--- src/inc/emd_pkg.sv ---
// package of constants for the emulation memory decoder
package emd_pkg;
	localparam int ADDR_W     = 21;
	localparam int PAGE_W     = 5;
	localparam int NUM_PAGES  = 32;
	localparam int OFFS_W     = 16;
	localparam int PHYS_W     = 21;
	typedef enum logic [1:0] {
		FIT_256K,
		FIT_1MB,
		FIT_2MB,
		FIT_RSVD
	} emd_fit_t;
	localparam logic [PAGE_W-1:0] PAGE_256K_BASE = 5'h1c;
	localparam logic [PAGE_W-1:0] PAGE_1MB_BASE  = 5'h10;
	localparam logic [PAGE_W-1:0] PAGE_CODE      = 5'h00;
	localparam logic [OFFS_W-1:0] CODE_LO        = 16'h0400;
	localparam logic [OFFS_W-1:0] CODE_HI        = 16'h0fff;
	localparam logic [NUM_PAGES-1:0] RST_POD_MAP = 32'h0000_0000;
	localparam logic [PHYS_W-1:0]    RST_PHYS    = 21'h00_0000;
endpackage

--- src/rtl/emd_page_sel.sv ---
// page window compare: page within a base and a count of pages
`timescale 1ns/1ps
module emd_page_sel #(
	parameter logic [4:0] BASE  = 5'h00,
	parameter logic [5:0] COUNT = 6'h01
) (
	input  wire logic [4:0] page,
	output wire logic       hit,
	output wire logic [4:0] rel
);
	wire logic [5:0] diff;
	assign diff = {1'b0, page} - {1'b0, BASE};
	assign hit  = (page >= BASE) && (diff < COUNT);
	assign rel  = diff[4:0];
endmodule

--- src/rtl/emd_decoder.sv ---
// emulation memory address decoder top
`timescale 1ns/1ps
module emd_decoder (
	input  wire logic                         clk,
	input  wire logic                         nrst,
	input  wire logic                         clkEn,
	input  wire logic [emd_pkg::ADDR_W-1:0]   coreAddr,
	input  wire logic                         coreCycle,
	input  wire emd_pkg::emd_fit_t            memFit,
	input  wire logic [emd_pkg::NUM_PAGES-1:0] podPageMap,
	output logic                              podSel_ff,
	output logic                              tgtSel_ff,
	output logic [emd_pkg::PHYS_W-1:0]        podAddr_ff,
	output logic                              cycleValid_ff
);
	import emd_pkg::*;

	////////////////////////////////////////////////////////////////////////
	// address split
	wire logic [PAGE_W-1:0] page;
	wire logic [OFFS_W-1:0] offs;
	wire logic              inCodeWin;
	wire logic              codePage;
	assign page      = coreAddr[ADDR_W-1:OFFS_W];
	assign offs      = coreAddr[OFFS_W-1:0];
	assign inCodeWin = (offs >= CODE_LO) && (offs <= CODE_HI);
	assign codePage  = (page == PAGE_CODE);

	////////////////////////////////////////////////////////////////////////
	// fitted windows
	wire logic       hit256;
	wire logic [4:0] rel256;
	wire logic       hit1m;
	wire logic [4:0] rel1m;
	emd_page_sel #(.BASE(PAGE_256K_BASE), .COUNT(6'h04)) u_sel256 (
		.page (page),
		.hit  (hit256),
		.rel  (rel256)
	);
	emd_page_sel #(.BASE(PAGE_1MB_BASE), .COUNT(6'h10)) u_sel1m (
		.page (page),
		.hit  (hit1m),
		.rel  (rel1m)
	);

	////////////////////////////////////////////////////////////////////////
	// routing
	// in the 256K and 1M fits code ram never goes to target: it is the only copy the core runs from
	wire logic aliasFit;
	wire logic codeAlias;
	wire logic pageOnPod;
	wire logic fitted;
	wire logic goPod;
	// reserved fit sends everything, code window too, to target
	assign aliasFit  = (memFit == FIT_256K) || (memFit == FIT_1MB);
	assign codeAlias = codePage && inCodeWin && aliasFit;
	assign pageOnPod = podPageMap[page];
	assign fitted    = (memFit == FIT_256K) ? hit256 :
		(memFit == FIT_1MB) ? hit1m : (memFit == FIT_2MB);
	assign goPod     = codeAlias || (fitted && pageOnPod);

	////////////////////////////////////////////////////////////////////////
	// physical pod address
	// 256K and 1M fits fold the code window onto the first fitted page;
	// a 1M image in 100400-100FFF therefore overlays code ram
	logic [PHYS_W-1:0] nxt_podAddr;
	always_comb begin
		nxt_podAddr = RST_PHYS;
		case (memFit)
			FIT_256K: nxt_podAddr = {3'h0, rel256[1:0], offs};
			FIT_1MB:  nxt_podAddr = {1'b0, rel1m[3:0], offs};
			FIT_2MB:  nxt_podAddr = coreAddr;
			default:  nxt_podAddr = RST_PHYS;
		endcase
		if (codeAlias) begin
			nxt_podAddr = {5'h00, offs};
		end
	end

	////////////////////////////////////////////////////////////////////////
	// next select values
	// idle cycles drop both selects so a stale hit never reaches the ram
	wire logic nxt_podSel;
	wire logic nxt_tgtSel;
	wire logic nxt_cycleValid;
	assign nxt_podSel     = coreCycle && goPod;
	assign nxt_tgtSel     = coreCycle && !goPod;
	assign nxt_cycleValid = coreCycle;

	////////////////////////////////////////////////////////////////////////
	// registered outputs
	always_ff @(posedge clk or negedge nrst) begin
		if (!nrst) begin
			podSel_ff     <= 1'b0;
			tgtSel_ff     <= 1'b0;
			podAddr_ff    <= RST_PHYS;
			cycleValid_ff <= 1'b0;
		end else if (clkEn) begin
			podSel_ff     <= nxt_podSel;
			tgtSel_ff     <= nxt_tgtSel;
			podAddr_ff    <= nxt_podAddr;
			cycleValid_ff <= nxt_cycleValid;
		end
	end

	////////////////////////////////////////////////////////////////////////
	// checks: select integrity
	// each answer stands one enabled cycle, frozen cycles hold it
	a_sel_exclusive: assert property (@(posedge clk) disable iff (!nrst)
		!(podSel_ff && tgtSel_ff))
		else $error("pod and target both selected");
	a_sel_follows: assert property (@(posedge clk) disable iff (!nrst)
		$past(clkEn)
		|-> (cycleValid_ff == (podSel_ff || tgtSel_ff)))
		else $error("select does not match cycle");
	a_valid_copy: assert property (@(posedge clk) disable iff (!nrst)
		clkEn
		|=> (cycleValid_ff == $past(coreCycle)))
		else $error("cycle flag not a copy of the core cycle");
	a_idle_quiet: assert property (@(posedge clk) disable iff (!nrst)
		(clkEn && !coreCycle)
		|=> (!podSel_ff && !tgtSel_ff && !cycleValid_ff))
		else $error("select raised on an idle cycle");
	a_hold_frozen: assert property (@(posedge clk) disable iff (!nrst)
		!clkEn
		|=> ($stable(podAddr_ff) && $stable(podSel_ff)))
		else $error("state moved while disabled");
	a_hold_tgt: assert property (@(posedge clk) disable iff (!nrst)
		!clkEn
		|=> ($stable(tgtSel_ff) && $stable(cycleValid_ff)))
		else $error("target select moved while disabled");

	////////////////////////////////////////////////////////////////////////
	// checks: 256K fit
	// code window hits outrank the page map in the folded fits
	a_fit256_pages: assert property (@(posedge clk) disable iff (!nrst)
		(clkEn && coreCycle && memFit == FIT_256K && !codePage && page < 5'h1c)
		|=> tgtSel_ff)
		else $error("256K fit hit outside 1C-1F");
	a_fit256_map: assert property (@(posedge clk) disable iff (!nrst)
		(clkEn && coreCycle && memFit == FIT_256K && page[4:2] == 3'h7 && pageOnPod)
		|=> (podSel_ff && podAddr_ff == {3'h0, $past(page[1:0]), $past(offs)}))
		else $error("256K page not at its pod slot");
	a_fit256_top: assert property (@(posedge clk) disable iff (!nrst)
		(clkEn && memFit == FIT_256K)
		|=> (podAddr_ff[20:18] == 3'h0))
		else $error("256K pod address beyond fitted ram");
	a_code_alias: assert property (@(posedge clk) disable iff (!nrst)
		(clkEn && coreCycle && memFit == FIT_256K && codePage && inCodeWin)
		|=> (podSel_ff && podAddr_ff == {5'h00, $past(offs)}))
		else $error("code ram alias wrong");
	a_code_outside: assert property (@(posedge clk) disable iff (!nrst)
		(clkEn && coreCycle && memFit == FIT_256K && codePage && !inCodeWin)
		|=> tgtSel_ff)
		else $error("page 0 outside code window on pod");
	a_alias_same: assert property (@(posedge clk) disable iff (!nrst)
		(clkEn && coreCycle && memFit == FIT_256K && page == 5'h1c && pageOnPod)
		|=> (podAddr_ff == {5'h00, $past(offs)}))
		else $error("page 1C not at pod base");
	a_tgt_page1c: assert property (@(posedge clk) disable iff (!nrst)
		(clkEn && coreCycle && memFit == FIT_256K && page == 5'h1c && !pageOnPod)
		|=> tgtSel_ff)
		else $error("page 1C to target not honoured");

	////////////////////////////////////////////////////////////////////////
	// checks: 1-MB fit
	// pages 10-1F plus the page 0 code window; page 10 overlays code ram on the pod
	a_onemb_alias: assert property (@(posedge clk) disable iff (!nrst)
		(clkEn && coreCycle && memFit == FIT_1MB && page == 5'h10 && pageOnPod && inCodeWin)
		|=> (podSel_ff && podAddr_ff == {5'h00, $past(offs)}))
		else $error("1MB alias wrong");
	a_onemb_pages: assert property (@(posedge clk) disable iff (!nrst)
		(clkEn && coreCycle && memFit == FIT_1MB && !codePage && !page[4])
		|=> tgtSel_ff)
		else $error("1MB fit hit below page 10");
	a_onemb_map: assert property (@(posedge clk) disable iff (!nrst)
		(clkEn && coreCycle && memFit == FIT_1MB && page[4] && pageOnPod)
		|=> (podSel_ff && podAddr_ff == {1'h0, $past(page[3:0]), $past(offs)}))
		else $error("1MB page not at its pod slot");
	a_onemb_code: assert property (@(posedge clk) disable iff (!nrst)
		(clkEn && coreCycle && memFit == FIT_1MB && codePage && inCodeWin)
		|=> (podSel_ff && podAddr_ff == {5'h00, $past(offs)}))
		else $error("1MB code window not on pod");
	a_onemb_nocode: assert property (@(posedge clk) disable iff (!nrst)
		(clkEn && coreCycle && memFit == FIT_1MB && codePage && !inCodeWin)
		|=> tgtSel_ff)
		else $error("1MB page 0 outside code window on pod");
	a_onemb_top: assert property (@(posedge clk) disable iff (!nrst)
		(clkEn && memFit == FIT_1MB)
		|=> !podAddr_ff[20])
		else $error("1MB pod address beyond fitted ram");

	////////////////////////////////////////////////////////////////////////
	// checks: 2-MB and reserved fits
	// no folding here; the page map alone decides in 2MB, reserved sends all to target
	a_twomb_flat: assert property (@(posedge clk) disable iff (!nrst)
		(clkEn && coreCycle && memFit == FIT_2MB && pageOnPod)
		|=> (podSel_ff && podAddr_ff == $past(coreAddr)))
		else $error("2MB address not distinct");
	a_twomb_tgt: assert property (@(posedge clk) disable iff (!nrst)
		(clkEn && coreCycle && memFit == FIT_2MB && !pageOnPod)
		|=> (tgtSel_ff && !podSel_ff))
		else $error("2MB unmapped page not to target");
	a_twomb_addr: assert property (@(posedge clk) disable iff (!nrst)
		(clkEn && memFit == FIT_2MB)
		|=> (podAddr_ff == $past(coreAddr)))
		else $error("2MB pod address not the core address");
	a_rsvd_target: assert property (@(posedge clk) disable iff (!nrst)
		(clkEn && coreCycle && memFit == FIT_RSVD)
		|=> (tgtSel_ff && !podSel_ff))
		else $error("reserved fit not routed to target");
	a_rsvd_addr: assert property (@(posedge clk) disable iff (!nrst)
		(clkEn && memFit == FIT_RSVD)
		|=> (podAddr_ff == RST_PHYS))
		else $error("reserved fit pod address not cleared");
endmodule

--- config.mk ---
export PLATFORM = sky130hd
export DESIGN_NAME = emd_decoder
export DESIGN_NICKNAME = d
export VERILOG_FILES = /design/src/inc/emd_pkg.sv /design/src/rtl/emd_page_sel.sv /design/src/rtl/emd_decoder.sv
export SDC_FILE = /design/constraint.sdc
export NUM_CORES = 1
export LEC_CHECK = 0
export BUFFER_PORTS_ARGS = -buffer_cell sky130_fd_sc_hd__buf_4
export CORE_ASPECT_RATIO = 1.5
export CORE_UTILIZATION = 45
export CTS_BUF_LIST = sky130_fd_sc_hd__clkbuf_4
export CTS_CLUSTER_DIAMETER = 200
export CTS_CLUSTER_SIZE = 8
export DETAILED_ROUTE_END_ITERATION = 12
export GPL_TIMING_DRIVEN = 0
export PLACE_DENSITY = 0.83
export SLEW_MARGIN = 15
export SYNTH_ARGS = -nofsm -noshare
export SYNTH_HDL_FRONTEND = slang
export SYNTH_HIERARCHICAL = 1
export SYNTH_SLANG_ARGS = --single-unit
--- constraint.sdc ---
create_clock -name clk -period 0.8 [get_ports clk]
set_input_delay 0.12 -clock clk [delete_from_list [all_inputs] [get_ports clk]]
set_output_delay 0.12 -clock clk [all_outputs]
set_load 0.02 [all_outputs]
==> impl_results.html, run 1 <==
<table>
<tr><th>Metric</th><th>Value</th></tr>
<tr><th colspan="2">Run status</th></tr>
<tr><td>Run status</td><td>complete, but fails checks</td></tr>
<tr><td>Violated checks</td><td>setup timing</td></tr>
<tr><th colspan="2">Clock network</th></tr>
<tr><td>Clock-pin slew on the worst setup and hold paths</td><td>120 ps</td></tr>
<tr><td>Root buf cell</td><td>sky130_fd_sc_hd__clkbuf_4</td></tr>
<tr><td>Total number of clock tree sinks</td><td>24</td></tr>
<tr><td>Depth of the CTS H-tree</td><td>1</td></tr>
<tr><td>CTS tree</td><td>yes</td></tr>
<tr><td>Number of CTS-inserted buffers</td><td>3</td></tr>
<tr><td>Insertion delay to the later sink of the worst-skew pair</td><td>300 ps</td></tr>
<tr><td>Clock tree buffer depth</td><td>2</td></tr>
<tr><th colspan="2">Worst setup path</th></tr>
<tr><td>Family of cells with the greatest summed delay on the critical path</td><td>compound AO/OA/AOI/OAI gates</td></tr>
<tr><td>Delay of the slowest critical-path stage</td><td>280 ps</td></tr>
<tr><td>Maximum fanout along the worst path</td><td>5</td></tr>
<tr><td>Critical Path Start Type</td><td>input pin</td></tr>
<tr><td>Critical R2R Launch</td><td>podAddr_ff[17]</td></tr>
<tr><td>Critical Path Source</td><td>coreAddr[19]</td></tr>
<tr><td>WP data required</td><td>1000 ps</td></tr>
<tr><td>Cell Chain, Critical Path</td><td>buf_12 -&gt; ha_4 -&gt; ha_4 -&gt; nor3b_2 -&gt; o21bai_1 -&gt; a22oi_1 -&gt; nand4_1 -&gt; a32o_1</td></tr>
<tr><td>Critical path buffer and inverter count</td><td>1</td></tr>
<tr><td>Master of the slowest instance on the critical path</td><td>sky130_fd_sc_hd__a32o_1</td></tr>
<tr><td>Critical path start-end classification</td><td>in2reg</td></tr>
<tr><td>Critical path arrival</td><td>1540 ps</td></tr>
<tr><td>CP most frequent cell</td><td>sky130_fd_sc_hd__ha_4</td></tr>
<tr><td>Endpoint type of the worst setup path</td><td>flop</td></tr>
<tr><th colspan="2">Final layout</th></tr>
<tr><td>Share of post-route cells with drive strength above 1</td><td>59.0%</td></tr>
<tr><td>Final net count</td><td>291</td></tr>
<tr><td>Post-layout util</td><td>86.7%</td></tr>
<tr><td>Ant diodes</td><td>0</td></tr>
<tr><td>Most used cells in the layout excluding fill and tap cells</td><td>77 x sky130_fd_sc_hd__buf_4, 30 x sky130_fd_sc_hd__buf_6, 24 x sky130_fd_sc_hd__dfrtp_1</td></tr>
<tr><td>Area added between synthesis and finish</td><td>83.2%</td></tr>
<tr><td>Most frequent standard cell in the layout excluding fill and tap cells</td><td>sky130_fd_sc_hd__buf_4</td></tr>
<tr><th colspan="2">Floorplanning</th></tr>
<tr><td>Die Footprint</td><td>3290 sq um</td></tr>
<tr><td>Rows</td><td>24</td></tr>
<tr><td>Height of the chip</td><td>69.8 um</td></tr>
<tr><td>Horizontal extent of the die</td><td>47.2 um</td></tr>
<tr><td>Floorplan core area</td><td>2910 sq um</td></tr>
<tr><td>Boundary pin count</td><td>83</td></tr>
<tr><td>Effective utilization at floorplan</td><td>47.3%</td></tr>
<tr><th colspan="2">Drt</th></tr>
<tr><td>Routed wire per std cell</td><td>16.9 um</td></tr>
<tr><td>DRC errors left</td><td>0</td></tr>
<tr><td>Met3 layer wire length in the routed design</td><td>221 um</td></tr>
<tr><td>Routed Antenna Nets</td><td>0</td></tr>
<tr><td>Total routed wirelength</td><td>4.53 mm</td></tr>
<tr><td>Count of routing violations after the opening detailed-route iteration</td><td>25</td></tr>
<tr><td>Detailed-router iteration count before antenna repair</td><td>4</td></tr>
<tr><td>Wire length on met2</td><td>2.67 mm</td></tr>
<tr><td>Post-Route M1 WL</td><td>1.57 mm</td></tr>
<tr><td>Vias after detailed routing</td><td>1459</td></tr>
<tr><td>Avg Vias per Cell</td><td>5.44</td></tr>
<tr><td>Highest metal layer with signal wires</td><td>met4</td></tr>
<tr><th colspan="2">Timing</th></tr>
<tr><td>Post-route setup TNS</td><td>-6800 ps</td></tr>
<tr><td>Final setup skew</td><td>0 ps</td></tr>
<tr><td>Relative max-transition margin</td><td>73.2%</td></tr>
<tr><td>Final WS setup</td><td>-537 ps</td></tr>
<tr><td>Slew Viols, Final</td><td>0</td></tr>
<tr><td>Final number of hold-violating endpoints</td><td>0</td></tr>
<tr><td>Timing-limited maximum frequency</td><td>748 MHz</td></tr>
<tr><td>Transition time of the tightest slew-check pin</td><td>398 ps</td></tr>
<tr><td>Final setup fails</td><td>41</td></tr>
<tr><td>Final critical-path required period</td><td>1340 ps</td></tr>
<tr><td>Setup repair after global routing missed its margin</td><td>true</td></tr>
<tr><td>Final worst path period share</td><td>167%</td></tr>
<tr><th colspan="2">Placed design</th></tr>
<tr><td>Input/output buffers</td><td>78</td></tr>
<tr><td>Gp weighted congestion</td><td>0.789</td></tr>
<tr><td>Post-detailed-placement half-perimeter wirelength</td><td>2.90 mm</td></tr>
<tr><th colspan="2">Global route</th></tr>
<tr><td>Grt total ovfl</td><td>0</td></tr>
<tr><td>Gr usage total</td><td>26.3%</td></tr>
<tr><td>Number of global-route vias before repair</td><td>1485</td></tr>
<tr><td>Maximum number of pins on one net before global-route repair</td><td>25</td></tr>
<tr><td>First-pass GRT wire length</td><td>6.40 mm</td></tr>
<tr><td>Antenna violations before repair</td><td>0</td></tr>
<tr><th colspan="2">Power</th></tr>
<tr><td>Leakage</td><td>1.26 nW</td></tr>
<tr><td>Maximum resistive drop on vdd</td><td>782 uV</td></tr>
<tr><td>Power density relative to cell area</td><td>1290 nW/um^2</td></tr>
<tr><th colspan="2">Min path</th></tr>
<tr><td>Hold Crit Class</td><td>in2reg</td></tr>
<tr><td>Worst hold start</td><td>coreAddr[8]</td></tr>
<tr><th colspan="2">Synth</th></tr>
<tr><td>Post-synthesis net count</td><td>181</td></tr>
<tr><td>Post-Synthesis Mean Instance Area</td><td>11.5 sq um</td></tr>
<tr><td>Number of warning messages in the yosys log</td><td>6</td></tr>
<tr><td>Synth Cell Area</td><td>1380 sq um</td></tr>
<tr><td>Count of mapped cells out of synthesis</td><td>120</td></tr>
<tr><th colspan="2">Flow run</th></tr>
<tr><td>Max-capacitance violation count</td><td>0</td></tr>
</table>
final timing paths:
path                                        to  slack, ps  cells after the start
worst max register to register  podAddr_ff[17]       -110                      3
worst max-delay path                 tgtSel_ff       -540                      8
worst min register to register  podAddr_ff[12]        560                      1
min in group asynchronous       podAddr_ff[14]        240                      2
max in group asynchronous        podAddr_ff[1]        340                      2
worst min-delay path             podAddr_ff[8]         40                      2
state kept, by name, summed over array words and instances, names as in the netlist:
register and flops:
cycleValid_ff 1, podAddr_ff 21, podSel_ff 1, tgtSel_ff 1
routing by layer:
layer / track usage, % / up-vias
met5: 0 / -
met4: 5.40 / 0
met3: 3.13 / 6
met2: 53.5 / 73
met1: 25.0 / 711
li1: - / 669
where the power goes:
part | switching (W) | total (W) | internal [W]
clock | 0.000335 | 0.000517 | 0.000182
sequential | 0.0000922 | 0.00142 | 0.00132
combinational | 0.000529 | 0.00133 | 0.000804
metrics by stage:
step | instances | hold slack (ps) | setup slack [ps] | power, W | instance area (sq um)
CTS | 257 | 19.4 | -453 | 0.00315 | 2390
floorplan | 120 | -176 | -672 | 0.00192 | 1450
finish | 268 | 36.6 | -537 | 0.00327 | 2530
global placement | 237 | 22.8 | -872 | 0.00240 | 2090
detailed placement | 237 | 30.5 | -920 | 0.00243 | 2090
global route | 268 | 10.5 | -500 | 0.00343 | 2530
layout make-up:
type                            count  area [sq um]
Inverter                            4          17.5
Tap cell                           39          48.8
Timing Repair Buffer              105           948
Clock buffer                        3          22.5
Buffer                             15           159
Clock inverter                      1          3.75
Fill cell                         146           387
Multi-Input combinational cell     77           726
Sequential cell                    24           601
what timing repair did:
action / CTS / global route
resized for setup: 33 / 12
setup buffers: 14 / 15
hold buffers: 1 / 0
gates cloned: 1 / 0
pin swaps: 13 / 13
setup endpoints to repair: 30 / 38
hold endpoints to repair: 24 / 0
No activity file was read; power rests on OpenSTA's default activity.
==> inputs of run 2 (changes only) <==
--- a/config.mk
+++ b/config.mk
@@ -7,13 +7,13 @@
 export LEC_CHECK = 0
 export BUFFER_PORTS_ARGS = -buffer_cell sky130_fd_sc_hd__buf_4
 export CORE_ASPECT_RATIO = 1.5
-export CORE_UTILIZATION = 45
+export CORE_UTILIZATION = 48
 export CTS_BUF_LIST = sky130_fd_sc_hd__clkbuf_4
 export CTS_CLUSTER_DIAMETER = 200
 export CTS_CLUSTER_SIZE = 8
 export DETAILED_ROUTE_END_ITERATION = 12
 export GPL_TIMING_DRIVEN = 0
-export PLACE_DENSITY = 0.83
+export PLACE_DENSITY = 0.87
 export SLEW_MARGIN = 15
 export SYNTH_ARGS = -nofsm -noshare
 export SYNTH_HDL_FRONTEND = slang
==> constraint.sdc (replaced) <==
create_clock -name clk -period 1.7 [get_ports clk]
set_input_delay 0.255 -clock clk [delete_from_list [all_inputs] [get_ports clk]]
set_output_delay 0.255 -clock clk [all_outputs]
set_load 0.02 [all_outputs]
==> impl_results.html, run 2 (synthesis gave the netlist of run 1 again) <==
<table>
<tr><th>Metric</th><th>Value</th></tr>
<tr><th colspan="2">Run status</th></tr>
<tr><td>Run status</td><td>finished clean (was complete, but fails checks)</td></tr>
<tr><th colspan="2">Drt</th></tr>
<tr><td>Routed wire per std cell</td><td>14.8 um (was 16.9 um)</td></tr>
<tr><td>DRC errors left</td><td>0 (unchanged)</td></tr>
<tr><td>Routed Antenna Nets</td><td>0 (unchanged)</td></tr>
<tr><td>Count of routing violations after the opening detailed-route iteration</td><td>25 (unchanged)</td></tr>
<tr><td>Avg Vias per Cell</td><td>5.48 (was 5.44)</td></tr>
<tr><td>Total routed wirelength</td><td>3.54 mm (was 4.53 mm)</td></tr>
<tr><td>Detailed-router iteration count before antenna repair</td><td>4 (unchanged)</td></tr>
<tr><td>Vias after detailed routing</td><td>1309 (was 1459)</td></tr>
<tr><th colspan="2">Worst setup path</th></tr>
<tr><td>Delay of the slowest critical-path stage</td><td>280 ps (about the same)</td></tr>
<tr><td>Critical R2R Launch</td><td>podAddr_ff[7] (was podAddr_ff[17])</td></tr>
<tr><td>R2R depth</td><td>1 (was 3)</td></tr>
<tr><td>Critical Path Source</td><td>coreAddr[18] (was coreAddr[19])</td></tr>
<tr><td>Endpoint type of the worst setup path</td><td>flop (unchanged)</td></tr>
<tr><td>CP most frequent cell</td><td>sky130_fd_sc_hd__ha_1 (was sky130_fd_sc_hd__ha_4)</td></tr>
<tr><td>WP data required</td><td>1910 ps (was 1000 ps)</td></tr>
<tr><td>Critical register-to-register path endpoint</td><td>podAddr_ff[7] (was podAddr_ff[17])</td></tr>
<tr><td>Critical Path Start Type</td><td>input pin (unchanged)</td></tr>
<tr><td>Worst-case register-to-register setup slack</td><td>940 ps (was -110 ps)</td></tr>
<tr><td>Critical path start-end classification</td><td>in2reg (unchanged)</td></tr>
<tr><td>Critical path buffer and inverter count</td><td>1 (unchanged)</td></tr>
<tr><td>Cell Chain, Critical Path</td><td>buf_4 -&gt; ha_1 -&gt; ha_1 -&gt; nor3b_2 -&gt; o21bai_1 -&gt; a22oi_1 -&gt; nand4_1 -&gt; a32o_1 (was buf_12 -&gt; ha_4 -&gt; ha_4 -&gt; nor3b_2 -&gt; o21bai_1 -&gt; a22oi_1 -&gt; nand4_1 -&gt; a32o_1)</td></tr>
<tr><td>Levels on crit path</td><td>8 (unchanged)</td></tr>
<tr><td>Master of the slowest instance on the critical path</td><td>sky130_fd_sc_hd__ha_1 (was sky130_fd_sc_hd__a32o_1)</td></tr>
<tr><td>Critical path arrival</td><td>1790 ps (was 1540 ps)</td></tr>
<tr><td>Capture point of the worst path</td><td>tgtSel_ff (unchanged)</td></tr>
<tr><td>Maximum fanout along the worst path</td><td>9 (was 5)</td></tr>
<tr><td>Family of cells with the greatest summed delay on the critical path</td><td>compound AO/OA/AOI/OAI gates (unchanged)</td></tr>
<tr><th colspan="2">Timing</th></tr>
<tr><td>Final setup fails</td><td>0 (was 41)</td></tr>
<tr><td>Relative max-transition margin</td><td>59.1% (was 73.2%)</td></tr>
<tr><td>Timing-limited maximum frequency</td><td>632 MHz</td></tr>
<tr><td>Final setup skew</td><td>0 ps (unchanged)</td></tr>
<tr><td>Transition time of the tightest slew-check pin</td><td>614 ps (was 398 ps)</td></tr>
<tr><td>Final number of hold-violating endpoints</td><td>0 (unchanged)</td></tr>
<tr><td>Setup repair after global routing missed its margin</td><td>false (was true)</td></tr>
<tr><td>Final worst path period share</td><td>93.1%</td></tr>
<tr><td>Final critical-path required period</td><td>1580 ps</td></tr>
<tr><td>Slew Viols, Final</td><td>0 (unchanged)</td></tr>
<tr><td>Post-route setup TNS</td><td>0 ps (was -6800 ps)</td></tr>
<tr><th colspan="2">Flow run</th></tr>
<tr><td>Max-capacitance violation count</td><td>0 (unchanged)</td></tr>
<tr><th colspan="2">Global route</th></tr>
<tr><td>Grt total ovfl</td><td>0 (unchanged)</td></tr>
<tr><td>First-pass GRT wire length</td><td>5.45 mm (was 6.40 mm)</td></tr>
<tr><td>Gr usage total</td><td>24.3% (was 26.3%)</td></tr>
<tr><td>Antenna violations before repair</td><td>0 (unchanged)</td></tr>
<tr><td>Number of global-route vias before repair</td><td>1349 (was 1485)</td></tr>
<tr><td>Maximum number of pins on one net before global-route repair</td><td>25 (unchanged)</td></tr>
<tr><th colspan="2">Placed design</th></tr>
<tr><td>Placed instance count</td><td>235 (was 237)</td></tr>
<tr><td>Input/output buffers</td><td>78 (unchanged)</td></tr>
<tr><td>Gp weighted congestion</td><td>0.731 (was 0.789)</td></tr>
<tr><td>Post-detailed-placement half-perimeter wirelength</td><td>2.96 mm (was 2.90 mm)</td></tr>
<tr><th colspan="2">Final layout</th></tr>
<tr><td>Filler-free cell count of the finished design</td><td>239 (was 268)</td></tr>
<tr><td>Post-layout util</td><td>75.6% (was 86.7%)</td></tr>
<tr><td>Most frequent standard cell in the layout excluding fill and tap cells</td><td>sky130_fd_sc_hd__buf_4 (unchanged)</td></tr>
<tr><td>Area added between synthesis and finish</td><td>48.3% (was 83.2%)</td></tr>
<tr><td>Ant diodes</td><td>0 (unchanged)</td></tr>
<tr><td>Final net count</td><td>265 (was 291)</td></tr>
<tr><td>Share of post-route cells with drive strength above 1</td><td>47.5% (was 59.0%)</td></tr>
<tr><td>Most used cells in the layout excluding fill and tap cells</td><td>84 x sky130_fd_sc_hd__buf_4, 24 x sky130_fd_sc_hd__dfrtp_1, 18 x sky130_fd_sc_hd__a22o_1 (was 77 x sky130_fd_sc_hd__buf_4, 30 x sky130_fd_sc_hd__buf_6, 24 x sky130_fd_sc_hd__dfrtp_1)</td></tr>
<tr><td>Max FFs per register</td><td>21 (unchanged)</td></tr>
<tr><td>Biggest register</td><td>podAddr_ff (unchanged)</td></tr>
<tr><th colspan="2">Floorplanning</th></tr>
<tr><td>Floorplan core area</td><td>2710 sq um (was 2910 sq um)</td></tr>
<tr><td>Effective utilization at floorplan</td><td>51.0% (was 47.3%)</td></tr>
<tr><td>Die Footprint</td><td>3100 sq um (was 3290 sq um)</td></tr>
<tr><td>Boundary pin count</td><td>83 (unchanged)</td></tr>
<tr><td>Rows</td><td>23 (was 24)</td></tr>
<tr><td>Height of the chip</td><td>67.6 um (was 69.8 um)</td></tr>
<tr><td>Horizontal extent of the die</td><td>45.8 um (was 47.2 um)</td></tr>
<tr><th colspan="2">Clock network</th></tr>
<tr><td>Clock-pin slew on the worst setup and hold paths</td><td>120 ps (about the same)</td></tr>
<tr><td>Number of CTS-inserted buffers</td><td>3 (unchanged)</td></tr>
<tr><td>Total number of clock tree sinks</td><td>24 (unchanged)</td></tr>
<tr><td>CTS tree</td><td>yes (unchanged)</td></tr>
<tr><td>Post-CTS Setup Repair Bufs</td><td>0 (was 14)</td></tr>
<tr><td>Root buf cell</td><td>sky130_fd_sc_hd__clkbuf_4 (unchanged)</td></tr>
<tr><td>Resized cells post-CTS</td><td>0 (was 33)</td></tr>
<tr><td>Cts-stage hold buffer count</td><td>1 (unchanged)</td></tr>
<tr><td>Clock tree buffer depth</td><td>2 (unchanged)</td></tr>
<tr><td>Depth of the CTS H-tree</td><td>1 (unchanged)</td></tr>
<tr><td>Insertion delay to the later sink of the worst-skew pair</td><td>310 ps (was 300 ps)</td></tr>
<tr><th colspan="2">Power</th></tr>
<tr><td>Relative contribution of sequential cells to total power</td><td>48.4% (was 43.4%)</td></tr>
<tr><td>Power density relative to cell area</td><td>661 nW/um^2 (was 1290 nW/um^2)</td></tr>
<tr><td>Net switching component of the power</td><td>0.000396 W (was 0.000956 W)</td></tr>
<tr><td>Switching Share</td><td>29.3% (about the same)</td></tr>
<tr><td>Maximum resistive drop on vdd</td><td>352 uV (was 782 uV)</td></tr>
<tr><td>Power Internal</td><td>0.000956 W (was 0.00231 W)</td></tr>
<tr><td>Clock share of power</td><td>17.7% (was 15.8%)</td></tr>
<tr><td>Overall Power</td><td>0.00135 W (was 0.00327 W)</td></tr>
<tr><td>Part of the total power dissipated in combinational logic</td><td>33.9% (was 40.8%)</td></tr>
<tr><td>Leakage</td><td>1.04 nW (was 1.26 nW)</td></tr>
<tr><th colspan="2">Min path</th></tr>
<tr><td>Hold Crit Class</td><td>in2reg (unchanged)</td></tr>
</table>
run 2: cell types whose count changed in the layout (fill, tap and decap cells not counted), sizes merged:
cell / before / now
clkinv: 1 / 0
buf: 112 / 86
run 2: worst min path at each step:
stage                      start             end  slack, ps  depth (start not counted)
detailed placement          nrst  podAddr_ff[10]        160                          1
global placement            nrst   podAddr_ff[8]        160                          1
global route        coreAddr[14]  podAddr_ff[14]        150                          2
CTS                  coreAddr[0]   podAddr_ff[0]        150                          2
floorplan                   nrst   cycleValid_ff        -40                          0
finish               coreAddr[0]   podAddr_ff[0]        150                          2
run 2: routing by layer:
layer / part of all wire [%] / GRT usage (%) / routed length, um
met1: 34 / 23.4 / 1210
met2: 56 / 49.1 / 1990
met3: 8.0 / 3.74 / 284
met4: 1.6 / 7.72 / 55
met5: 0 / 0 / 0
run 2: per-stage QoR:
step	setup WS [ps]	hold WS, ps	instance area (sq um)
after floorplan	64.6	-40.6	1380
after global placement	-84.5	157	2010
after detailed placement	-195	160	2010
after CTS	144	153	2040
after global routing	18.6	150	2040
final	118	149	2040
run 2: cell type report:
cell class	instances	area, sq um
plain buffers	15	98.8
well taps	37	46.3
repair buffers	79	596
fillers	215	661
inverters	4	15.0
multi-input cells	77	666
flip-flops and latches	24	601
clock buffers	3	22.5
run 2: power by group through the flow:
stage | clock network (W) | registers (W) | logic, W
CTS | 0.000239 | 0.000654 | 0.000463
floorplan | 0 | 0.000727 | 0.000159
global route | 0.000259 | 0.000660 | 0.000495
finish | 0.000239 | 0.000654 | 0.000458
global placement | 0 | 0.000662 | 0.000445
detailed placement | 0 | 0.000666 | 0.000459
